**src/inc/shexp_pkg.sv**
```systemverilog
// Package of constants and types for the shutter exposure selector
package shexp_pkg;

  // ****************************************
  // Register map (byte addresses)
  // ****************************************
  localparam logic [7:0] ADR_CTRL = 8'h00;
  localparam logic [7:0] ADR_SWITCH = 8'h04;
  localparam logic [7:0] ADR_MODE = 8'h08;
  localparam logic [7:0] ADR_DIRECT = 8'h0C;
  localparam logic [7:0] ADR_TBL_IDX = 8'h10;
  localparam logic [7:0] ADR_TBL_DAT = 8'h14;
  localparam logic [7:0] ADR_STATUS = 8'h18;
  localparam logic [7:0] ADR_COUNT = 8'h1C;
  localparam logic [7:0] ADR_ACTIVE = 8'h20;

  // ****************************************
  // Control fields
  // ****************************************
  localparam int CTRL_ASYNC_BIT = 0;
  localparam int CTRL_LOWSPD_BIT = 1;
  localparam int CTRL_PWE_BIT = 2;
  localparam int CTRL_SAVE_BIT = 3;
  localparam int CTRL_LOAD_BIT = 4;

  // ****************************************
  // Sizes and limits
  // ****************************************
  localparam int NUM_PAGES = 6;
  localparam int NUM_POS = 10;
  localparam int EXP_W = 12;
  localparam logic [3:0] POS_PW = 4'h9;
  localparam logic [3:0] POS_MAX = 4'h9;
  localparam logic [2:0] PAGE_MAX = 3'h5;
  localparam logic [EXP_W-1:0] MAX_DIRECT_HS = 12'h23C;
  localparam logic [EXP_W-1:0] MAX_DIRECT_LS = 12'h032;
  localparam logic [EXP_W-1:0] FULL_FRAME = 12'h001;

  // ****************************************
  // Factory default tables (positions 1..9)
  // ****************************************
  localparam logic [EXP_W-1:0] HS_DEF [NUM_POS] = '{
    12'h001, 12'h001, 12'h002, 12'h004, 12'h008,
    12'h011, 12'h023, 12'h048, 12'h090, 12'h12A};
  localparam logic [EXP_W-1:0] LS_DEF [NUM_POS] = '{
    12'h001, 12'h002, 12'h003, 12'h004, 12'h005,
    12'h006, 12'h007, 12'h008, 12'h009, 12'h00A};

  typedef enum logic [1:0] {
    SHEXP_IDLE = 2'b00,
    SHEXP_EXPO = 2'b01,
    SHEXP_PW = 2'b10
  } shexp_state_t;

endpackage : shexp_pkg

```
**src/rtl/shexp_top.sv**
```systemverilog
// Exposure-length selector with table memory behind a Wishbone slave
// What this block does
// - Position zero: ends at next frame pulse, a full frame when continuous
// - Nonzero position reads table unless direct value
// - Table entries editable except position zero
// - Separate table per page, active page used
// - High-speed defaults 1H to 298H
// - High-speed below one frame, both modes
// - Low-speed frame counts, continuous only, 2V-10V
// - Pulse width needs async, pos nine, enable
// - Enable off: position nine is fixed preset
// - Direct exposure as count of line periods
// - Six pages; power-on applies stored mode page
// - Common configuration shared by all pages
// - Mode switch set, read back and saved
// - Shutter switch is a memory value only
// - Pulse-width exposure lasts exactly trigger low time
// - Direct range check; zero cancels designation
//
// The implementer's own choices: the Wishbone slave port and the placing of the registers.
`timescale 1ns/1ps

module shexp_top
  import shexp_pkg::*;
#(
  parameter int EXPW = shexp_pkg::EXP_W
) (
  input wire logic clk_i, // 40 MHz clock
  input wire logic rst_i, // Synchronous reset, active high
  input wire logic wb_cyc_i, // Wishbone cycle
  input wire logic wb_stb_i, // Wishbone strobe
  input wire logic wb_we_i, // Wishbone write enable
  input wire logic [7:0] wb_adr_i, // Wishbone byte address
  input wire logic [3:0] wb_sel_i, // Wishbone byte selects
  input wire logic [31:0] wb_dat_i, // Wishbone write data
  output logic [31:0] wb_dat_o, // Wishbone read data
  output logic wb_ack_o, // Wishbone acknowledge
  output logic wb_err_o, // Wishbone error, unmapped address
  input wire logic hsync_i, // Line period pulse
  input wire logic vsync_i, // Frame period pulse
  input wire logic trig_n_i, // External trigger, active low
  output logic expose_o, // Exposure window active
  output logic expose_done_o // One-cycle end of exposure
);
  import shexp_pkg::*;

  // ****************************************
  // State
  // ****************************************
  // All state except the page tables in one word, filled by one process
  typedef struct packed {
    logic [31:0] dat;
    logic ack;
    logic err;
    logic async_mode;
    logic low_speed;
    logic pwe;
    logic [3:0] sw_live;
    logic [3:0] sw_saved;
    logic [2:0] mode_live;
    logic [2:0] mode_saved;
    logic [2:0] page;
    logic [3:0] tbl_idx;
    logic [EXPW-1:0] direct;
    logic direct_bad;
    logic [EXPW-1:0] count;
    logic [EXPW-1:0] target;
    logic use_frames;
    shexp_state_t st;
    logic expose;
    logic done;
    logic trig_q;
    logic hs_q;
    logic vs_q;
    logic boot;
  } shexp_regs_t;

  shexp_regs_t r_q;
  shexp_regs_t r_d;

  // Per-page tables, one entry per position; entry zero unused
  logic [EXPW-1:0] hs_tbl_q [NUM_PAGES][NUM_POS];
  logic [EXPW-1:0] ls_tbl_q [NUM_PAGES][NUM_POS];

  logic acc;
  logic wr;
  logic [EXPW-1:0] max_direct;
  logic [EXPW-1:0] sel_len;
  logic sel_frames;
  logic pw_mode;
  logic hs_rise;
  logic vs_rise;
  logic tick;
  logic tbl_wr;
  logic trig_fall;
  logic [31:0] rd_word;

  // ****************************************
  // Bus decode and sync edges
  // ****************************************
  // Busy flags block a second take of one request
  assign acc = wb_cyc_i && wb_stb_i && !r_q.ack && !r_q.err;
  assign wr = acc && wb_we_i && wb_sel_i[0];
  assign hs_rise = hsync_i && !r_q.hs_q;
  assign vs_rise = vsync_i && !r_q.vs_q;
  assign trig_fall = !trig_n_i && r_q.trig_q;
  assign max_direct = r_q.low_speed ? MAX_DIRECT_LS : MAX_DIRECT_HS;
  assign tbl_wr = wr && wb_adr_i == ADR_TBL_DAT && r_q.tbl_idx != 4'h0;

  // ****************************************
  // Exposure selection
  // ****************************************
  always_comb begin
    pw_mode = r_q.async_mode && r_q.sw_live == POS_PW && r_q.pwe;
    sel_frames = 1'b1;
    sel_len = FULL_FRAME;
    if (r_q.sw_live == 4'h0) begin
      sel_frames = 1'b1;
      sel_len = FULL_FRAME;
    end else if (r_q.direct != '0 && !r_q.direct_bad) begin
      sel_frames = 1'b0;
      sel_len = r_q.direct;
    end else if (r_q.low_speed && !r_q.async_mode) begin
      sel_frames = 1'b1;
      sel_len = ls_tbl_q[r_q.page][r_q.sw_live];
    end else begin
      sel_frames = 1'b0;
      sel_len = hs_tbl_q[r_q.page][r_q.sw_live];
    end
    // Unit latched at start, not the live selection
    tick = r_q.use_frames ? vs_rise : hs_rise;
  end

  // ****************************************
  // Next state
  // ****************************************
  always_comb begin
    r_d = r_q;
    r_d.ack = acc && !wb_err_o_d(wb_adr_i);
    r_d.err = acc && wb_err_o_d(wb_adr_i);
    r_d.done = 1'b0;
    r_d.trig_q = trig_n_i;
    r_d.hs_q = hsync_i;
    r_d.vs_q = vsync_i;
    r_d.boot = 1'b0;
    // Range flag follows speed changes
    r_d.direct_bad = r_q.direct > max_direct;

    // ****************************************
    // Boot and register writes
    // ****************************************
    // Reload repeats the power-on page pick
    if (r_q.boot) begin
      r_d.page = r_q.mode_saved;
      r_d.mode_live = r_q.mode_saved;
      r_d.sw_live = r_q.sw_saved;
    end
    if (wr) begin
      case (wb_adr_i)
        ADR_CTRL: begin
          r_d.async_mode = wb_dat_i[CTRL_ASYNC_BIT];
          r_d.low_speed = wb_dat_i[CTRL_LOWSPD_BIT];
          r_d.pwe = wb_dat_i[CTRL_PWE_BIT];
          if (wb_dat_i[CTRL_SAVE_BIT]) begin
            r_d.sw_saved = r_q.sw_live;
            r_d.mode_saved = r_q.mode_live;
          end
          if (wb_dat_i[CTRL_LOAD_BIT]) begin
            r_d.boot = 1'b1;
          end
        end
        ADR_SWITCH: begin
          if (wb_dat_i[3:0] <= POS_MAX) begin
            r_d.sw_live = wb_dat_i[3:0];
          end
        end
        ADR_MODE: begin
          if (wb_dat_i[2:0] <= PAGE_MAX) begin
            r_d.mode_live = wb_dat_i[2:0];
          end
        end
        ADR_DIRECT: begin
          r_d.direct = wb_dat_i[EXPW-1:0];
          r_d.direct_bad = wb_dat_i[EXPW-1:0] > max_direct;
        end
        ADR_TBL_IDX: begin
          if (wb_dat_i[3:0] <= POS_MAX) begin
            r_d.tbl_idx = wb_dat_i[3:0];
          end
        end
        default: begin
        end
      endcase
    end
    if (acc && !wb_we_i) begin
      r_d.dat = rd_word;
    end

    // ****************************************
    // Exposure timer
    // ****************************************
    case (r_q.st)
      SHEXP_IDLE: begin
        // Starts are ignored outside idle
        if (pw_mode) begin
          if (trig_fall) begin
            r_d.st = SHEXP_PW;
            r_d.expose = 1'b1;
          end
        end else if (r_q.async_mode ? trig_fall : vs_rise) begin
          r_d.st = SHEXP_EXPO;
          r_d.expose = 1'b1;
          r_d.count = '0;
          r_d.target = sel_len;
          r_d.use_frames = sel_frames;
        end
      end
      SHEXP_EXPO: begin
        if (tick) begin
          r_d.count = EXPW'(r_q.count + 1'b1);
          if (EXPW'(r_q.count + 1'b1) >= r_q.target) begin
            r_d.st = SHEXP_IDLE;
            r_d.expose = 1'b0;
            r_d.done = 1'b1;
          end
        end
      end
      SHEXP_PW: begin
        // Trigger high again ends the window
        if (trig_n_i) begin
          r_d.st = SHEXP_IDLE;
          r_d.expose = 1'b0;
          r_d.done = 1'b1;
        end
      end
      default: begin
        r_d.st = SHEXP_IDLE;
        r_d.expose = 1'b0;
      end
    endcase
  end

  // ****************************************
  // Readback
  // ****************************************
  // Active word shows the live selection, not the last latched target
  always_comb begin
    rd_word = 32'h0;
    case (wb_adr_i)
      ADR_CTRL: begin
        rd_word = {27'h0, 2'b00, r_q.pwe, r_q.low_speed, r_q.async_mode};
      end
      ADR_SWITCH: begin
        rd_word = {24'h0, r_q.sw_saved, r_q.sw_live};
      end
      ADR_MODE: begin
        rd_word = {25'h0, r_q.mode_saved, 1'b0, r_q.mode_live};
      end
      ADR_DIRECT: begin
        rd_word = {19'h0, r_q.direct_bad, r_q.direct};
      end
      ADR_TBL_IDX: begin
        rd_word = {28'h0, r_q.tbl_idx};
      end
      ADR_TBL_DAT: begin
        rd_word = {4'h0, 4'h0, ls_tbl_q[r_q.page][r_q.tbl_idx],
                   hs_tbl_q[r_q.page][r_q.tbl_idx]};
      end
      ADR_STATUS: begin
        rd_word = {26'h0, r_q.use_frames, pw_mode, r_q.st, r_q.expose,
                   r_q.direct_bad};
      end
      ADR_COUNT: begin
        rd_word = {20'h0, r_q.count};
      end
      ADR_ACTIVE: begin
        rd_word = {20'h0, sel_len};
      end
      default: begin
        rd_word = 32'h0;
      end
    endcase
  end

  // Unmapped address detection
  function automatic logic wb_err_o_d(input logic [7:0] a);
    wb_err_o_d = 1'b1;
    case (a)
      ADR_CTRL: wb_err_o_d = 1'b0;
      ADR_SWITCH: wb_err_o_d = 1'b0;
      ADR_MODE: wb_err_o_d = 1'b0;
      ADR_DIRECT: wb_err_o_d = 1'b0;
      ADR_TBL_IDX: wb_err_o_d = 1'b0;
      ADR_TBL_DAT: wb_err_o_d = 1'b0;
      ADR_STATUS: wb_err_o_d = 1'b0;
      ADR_COUNT: wb_err_o_d = 1'b0;
      ADR_ACTIVE: wb_err_o_d = 1'b0;
      default: wb_err_o_d = 1'b1;
    endcase
  endfunction : wb_err_o_d

  // ****************************************
  // Registers
  // ****************************************
  always_ff @(posedge clk_i) begin
    if (rst_i) begin
      r_q <= '0;
      r_q.boot <= 1'b1;
      r_q.trig_q <= 1'b1;
    end else begin
      r_q <= r_d;
    end
  end

  // ****************************************
  // Table memory
  // ****************************************
  // Defaults restored on reset; index zero never written, frame default holds
  always_ff @(posedge clk_i) begin
    if (rst_i) begin
      for (int p = 0; p < NUM_PAGES; p++) begin
        for (int i = 0; i < NUM_POS; i++) begin
          hs_tbl_q[p][i] <= HS_DEF[i];
          ls_tbl_q[p][i] <= LS_DEF[i];
        end
      end
    end else if (tbl_wr) begin
      hs_tbl_q[r_q.page][r_q.tbl_idx] <= wb_dat_i[EXPW-1:0];
      ls_tbl_q[r_q.page][r_q.tbl_idx] <= wb_dat_i[EXPW+15:16];
    end
  end

  // ****************************************
  // Outputs
  // ****************************************
  assign wb_dat_o = r_q.dat;
  assign wb_ack_o = r_q.ack;
  assign wb_err_o = r_q.err;
  assign expose_o = r_q.expose;
  assign expose_done_o = r_q.done;

endmodule : shexp_top
```
**config.mk**
```make
export PLATFORM = sky130hd
export DESIGN_NAME = shexp_top
export DESIGN_NICKNAME = d
export VERILOG_FILES = /design/src/inc/shexp_pkg.sv /design/src/rtl/shexp_top.sv
export SDC_FILE = /design/constraint.sdc
export NUM_CORES = 2
export LEC_CHECK = 0
export BUFFER_PORTS_ARGS = -buffer_cell sky130_fd_sc_hd__buf_2
export CAP_MARGIN = 10
export CORE_ASPECT_RATIO = 0.9
export CORE_UTILIZATION = 65
export CTS_CLUSTER_SIZE = 28
export DETAILED_ROUTE_END_ITERATION = 10
export PLACE_DENSITY = 0.82
export SETUP_SLACK_MARGIN = 0.05
export SLEW_MARGIN = 10
export SYNTH_ARGS = -nofsm -noshare
export SYNTH_HDL_FRONTEND = slang
export SYNTH_SLANG_ARGS = --single-unit
```
**constraint.sdc**
```tcl
create_clock -name clk_i -period 7.35 [get_ports clk_i]
set_input_delay 0.735 -clock clk_i [delete_from_list [all_inputs] [get_ports clk_i]]
set_output_delay 0.735 -clock clk_i [all_outputs]
set_load 0.03 [all_outputs]
```
Word-level counts from Yosys, hierarchy flattened
Memories as Yosys holds them, arrays and structs flattened. A register that Yosys moved wholly into a read port is not among the register bits.
Cells that the tools add are included.
Storage, ports and cells
  output and inout bits: 36
  logic and storage cells: 165
  bits in read-only memories: 0
  input bits: 52
  memory bits (writable): 1440
  memories: 2
  register bits after elaboration: 104
  bits in latches: 0
Operators by class
  muxes and demuxes: 67
  div/mod/pow operators: 0
  shift operators: 0
  add/sub/neg operators: 1
  $lt $le $gt $ge: 8
  bitwise gates (word level): 3
  reductions and logical operators: 42
  equality and inequality tests: 18
  $mul: 0
Memory list
  hs_tbl_q: depth 6, bits a word 120, read ports 1, clocked after memory_dff 1, write ports 6, RTL line shexp_top.sv:82  | logic [EXPW-1:0] hs_tbl_q [NUM_PAGES][NUM_POS];
  ls_tbl_q: depth 6, bits a word 120, read ports 1, clocked after memory_dff 1, write ports 6, RTL line shexp_top.sv:83  | logic [EXPW-1:0] ls_tbl_q [NUM_PAGES][NUM_POS];
Operators by type and width (number)
  2-to-1 mux 120 bit: 5
  OR reduction 120 bit: 2
  one-hot mux 24 bit (9 select lines): 1
  binary-select mux 12 bit (select 4 bit): 4
  2-to-1 mux 12 bit: 13
  demux 12 bit (select 4 bit): 1
  2-to-1 mux 3 bit: 13
  equality test 8 x 5 -> 1 bit, second input constant: 4
  2-to-1 mux 4 bit: 8
  2-to-1 mux 28 bit: 1
  2-to-1 mux 25 bit: 1
  > comparator 12 x 10 -> 1 bit: 2
  one-hot mux 12 bit (2 select lines): 1
  logical AND 1 bit: 18
  equality test 8 x 4 -> 1 bit, second input constant: 2
  2-to-1 mux 1 bit: 15
  2-to-1 mux 14 bit: 1
  adder 12 x 1 -> 12 bit, second input constant: 1
  >= comparator 12 bit: 1
  nonzero test 12 bit: 1
  >= comparator 5 bit, second input constant: 2
  2-to-1 mux 10 bit: 1
  != test 2 bit, second input constant: 5
  NOT 4 -> 5 bit: 2
  23 further kinds: 34

Longest topological paths before layout
  depth after elaboration: 12
  mapped depth: 14
  depth with buffers taken out: 13

Least setup slack after synthesis
OpenSTA, ideal clock, no wires.
  path kind: input to register
  start: in wb_adr_i[1]
  end: mem hs_tbl_q[1][36] in the netlist's numbering (enable)
  arrival: 4.120 ns
  cell stages on the path: 8
  library setup time: 0.438 ns
  required time: 6.912 ns
  buffers on the path: 2
  slack: 2.792 ns
  cells stage by stage: nor4b_2 -> nand3_2 -> a2111oi_2 -> and2_2 -> nand2_2 -> buf_2 -> clkbuf_1 -> o21ai_0
RTL lines
  start: declaration: RTL line shexp_top.sv:33  | input wire logic [7:0] wb_adr_i,
  end: declaration: RTL line shexp_top.sv:82

==> out/metrics.csv <==
metric;value;unit
power_density;235;nW/um^2
seq_area;59700;um^2
use_met3;10.1;%
clkPwrFrac;40.4;%
r2r_cells;8;
drive_above_1_share;18.6;%
p_switching;5.16;mW
start_util;65.9;%
wl;270;mm
syn_area_per_cell;15.2;um^2
num_rows;129;
use_met2;57.8;%
portBuffers;68;
cp_num_buf_inv;1;
synthArstFlopShare;0;%
hold_buffers;0;
yosys_most_used_dff;edfxtp_1;
hold_path_class;in -> reg;
synth_edf_count;1920;
synth_compound_area_share;4.01;%
ys_top_cells_by_count;1920 x edfxtp_1, 1078 x and2_1, 451 x mux4_2, 357 x clkbuf_1, 333 x nand2_1;
slew_violations;0;
synth_most_common_cell;edfxtp_1;
combPwrFrac;4.0;%
htreeDepth;4;
final.setup_skew;0.0776;ns
swShare;22.0;%
setup_tns;0;ns
grt_overflow_total;0;
rsz0062_at_grt;no;
utilization;72.0;%
cts_resized;0;
crit_family;compound AO/OA/AOI/OAI gates;
cp_common_cell;a211oi_1;
vias;55526;
min_period;4.96;ns
crit_cells;8;
synth_seq_area_share;65.5;%
rr_endpoint;r_q[10]$_SDFFE_PP0P_;
synthCells;5992;
numCtsBuffers;188;
dr.pass1.iters;10;
p_int;18.3;mW
synth_top_cell_area_share;63.3;%
io_pins;88;
multi_input_area;29600;um^2
fin_hold_ws;0.143;ns
synth_top_family_by_area;multiplexers;
path_cells;buf_4, mux4_2, o21ai_0, o22ai_1, a211oi_1, o211ai_1, nor2_1, a211oi_1;
p_leak;33.9;nW
dp_hpwl;168;mm
die_w;397;um
busiest_layer;met2;
critical_path_class;reg -> reg;
yosys_register_bits;2019;
drt-initial-drc-count;9410;
antenna_found_initial;17;
worst_setup_path_end_kind;register;
ant_nets;0;
wl_per_cell;33.4;um
ir_worst_vdd;209;uV
arrival;5.63;ns
endpoint;r_q[10]$_SDFFE_PP0P_;
synth-simple-area-share;12.5;%
grt_pass1_wl;384;mm
finalSetupViolCount;0;
synth_fa_ha_area_share;0.343;%
synth_cell_types;90;
critPathLaunchType;register;
clock_path_buffers;3;
use_met1;54.1;%
yosysWarnings;0;
worst_slew_pin_slew;1.35;ns
clkTransAtPathRegs;0.06;ns
grtUsageTotal;38.6;%
status;finished with violations;
clkLatencyLatePin;0.88;ns
synth.area.top_cells;edfxtp_1 63%, mux4_2 11%, and2_1 7.4%, mux2i_1 2.4%, dfxtp_1 2.2%;
die_h;357;um
crit_path_max_fanout;37;
yosysTopAreaCell;edfxtp_1;
relSlewSlack;7.50;%
gp_congestion;1.04;
nFillCells;8314;
hold_violations;0;
viasPerCell;6.87;
clock-sinks;2019;
drc_errors;18;
seqPwrFrac;55.5;%
syn2layout_area_growth;9.36;%
synth_xor_area_share;0.0961;%
grt_max_degree;170;
postPlaceCellArea;93700;um^2
layout.nets;6168;
fmax;0.201;GHz
grt_pass1_vias;53541;
post_cts_buffers;0;
required;8.02;ns
cts_tree;yes;
slowest_delay;1.17;ns
regToRegSetupSlack;2.39;ns
post-route-period-util;67.5;%
die_area;142000;um^2
core_area;138000;um^2
crit_slowest_cell;dfxtp_4;
violations;design-rule violations;
synthesis.area;91100;um^2
final_cell_area;99600;um^2
synth_mux_area_share;14.3;%
maxCapViolations;0;
root_buffer;clkbuf_16;
## routing by layer
layer	vias up	part of all wire [%]
met5	-	0.010
met4	4	5.2
met3	619	14
met2	4273	45
met1	28006	36
li1	22624	-
## flip-flops by register name (all words and copies together) (netlist names), named ones only
signal and flops:
wb_dat_o 24, ls_tbl_q 960, expose_done_o 1, expose_o 1, wb_err_o 1, r_q 68, hs_tbl_q 960, wb_ack_o 1
## worst min-delay path by stage
stage                                         start                         to  slack (ns)  depth (start not counted)
after floorplan           wb_dat_o[13]$_SDFFE_PP0P_  wb_dat_o[13]$_SDFFE_PP0P_        0.42                          2
after global placement    wb_dat_o[13]$_SDFFE_PP0P_  wb_dat_o[13]$_SDFFE_PP0P_        0.45                          2
after detailed placement  wb_dat_o[15]$_SDFFE_PP0P_  wb_dat_o[15]$_SDFFE_PP0P_        0.45                          2
after CTS                                   hsync_i          r_q[2]$_SDFF_PP0_        0.11                          2
after global routing                        hsync_i          r_q[2]$_SDFF_PP0_        0.13                          2
final                                       hsync_i          r_q[2]$_SDFF_PP0_        0.14                          2
## power by group through the flow
| stage | Sequential (mW) | Clock (mW) | Combinational [mW] |
|---|---|---|---|
| 6_report | 13.0 | 9.47 | 0.946 |
| 5_1_grt | 13.0 | 9.93 | 0.968 |
| 4_1_cts | 13.0 | 9.48 | 0.915 |
| 3_5_place_dp | 13.2 | 0 | 0.908 |
| 3_3_place_gp | 13.2 | 0 | 0.888 |
| 2_1_floorplan | 13.2 | 0 | 0.473 |
## per-stage QoR
step	power [mW]	instances	worst slack, ns
after floorplan	13.7	6190	2.79
after global placement	14.1	7735	2.76
after detailed placement	14.2	7735	2.70
after CTS	23.4	8077	2.63
after global routing	23.9	8079	2.50
final	23.4	8083	2.39
## layout by cell type (no fill, tap or decap), types with 10 or more instances in the layout
master     instances
a211oi_1          32
a21oi_1          115
a221o_1           11
a221oi_1          20
a22o_1            13
a22oi_1           64
a31oi_1           15
and2_1          1078
and3_1            19
buf_12            13
buf_2             65
buf_4            193
clkbuf_1          67
clkbuf_16        189
clkinv_1          31
clkinv_2          24
conb_1           200
dfxtp_1           93
edfxtp_1        1920
ha_1              25
inv_1             25
mux2_2            62
mux2i_1          218
mux4_2           451
nand2_1          332
nand2b_1          18
nand3_1           42
nand3b_1          14
nor2_1           202
nor2_2            44
nor2b_1           14
nor3_1            59
nor4_1            10
o211ai_1          23
o21ai_0           69
o21ai_1           19
o21ai_2           51
o22ai_1           37
or3_1            187
## worst reg2reg max path, delay by kind of cell (launching register included)
kind / cells / cell delay [ns]
AO/OA/AOI/OAI: 5 / 2.01
buffers and inverters: 1 / 0.83
AND/OR/NAND/NOR: 1 / 0.22
flip-flops: 1 / 1.17
multiplexers: 1 / 0.60
## kinds of logic (layout without fill, tap and decap cells)
family                     Yosys count  in the layout
buffers and inverters              592            645
AOI/OAI and AO/OA                  555            555
muxes                              732            732
and+or+nand+nor                   2057           2057
other                                2            206
DFF                               2019           2019
xor gates and xnor gates            10             10
adders and majority gates           25             25
## layout make-up
cell class	instances	share of cell area, %
antenna	6	0.0151
tap	1834	2.30
inverter	31	0.128
clock buffer	262	5.08
multi-input combinational	3579	29.7
timing repair buffer	272	2.06
sequential	2019	59.9
clock inverter	80	0.840
Power figures use the tool's default switching activity.
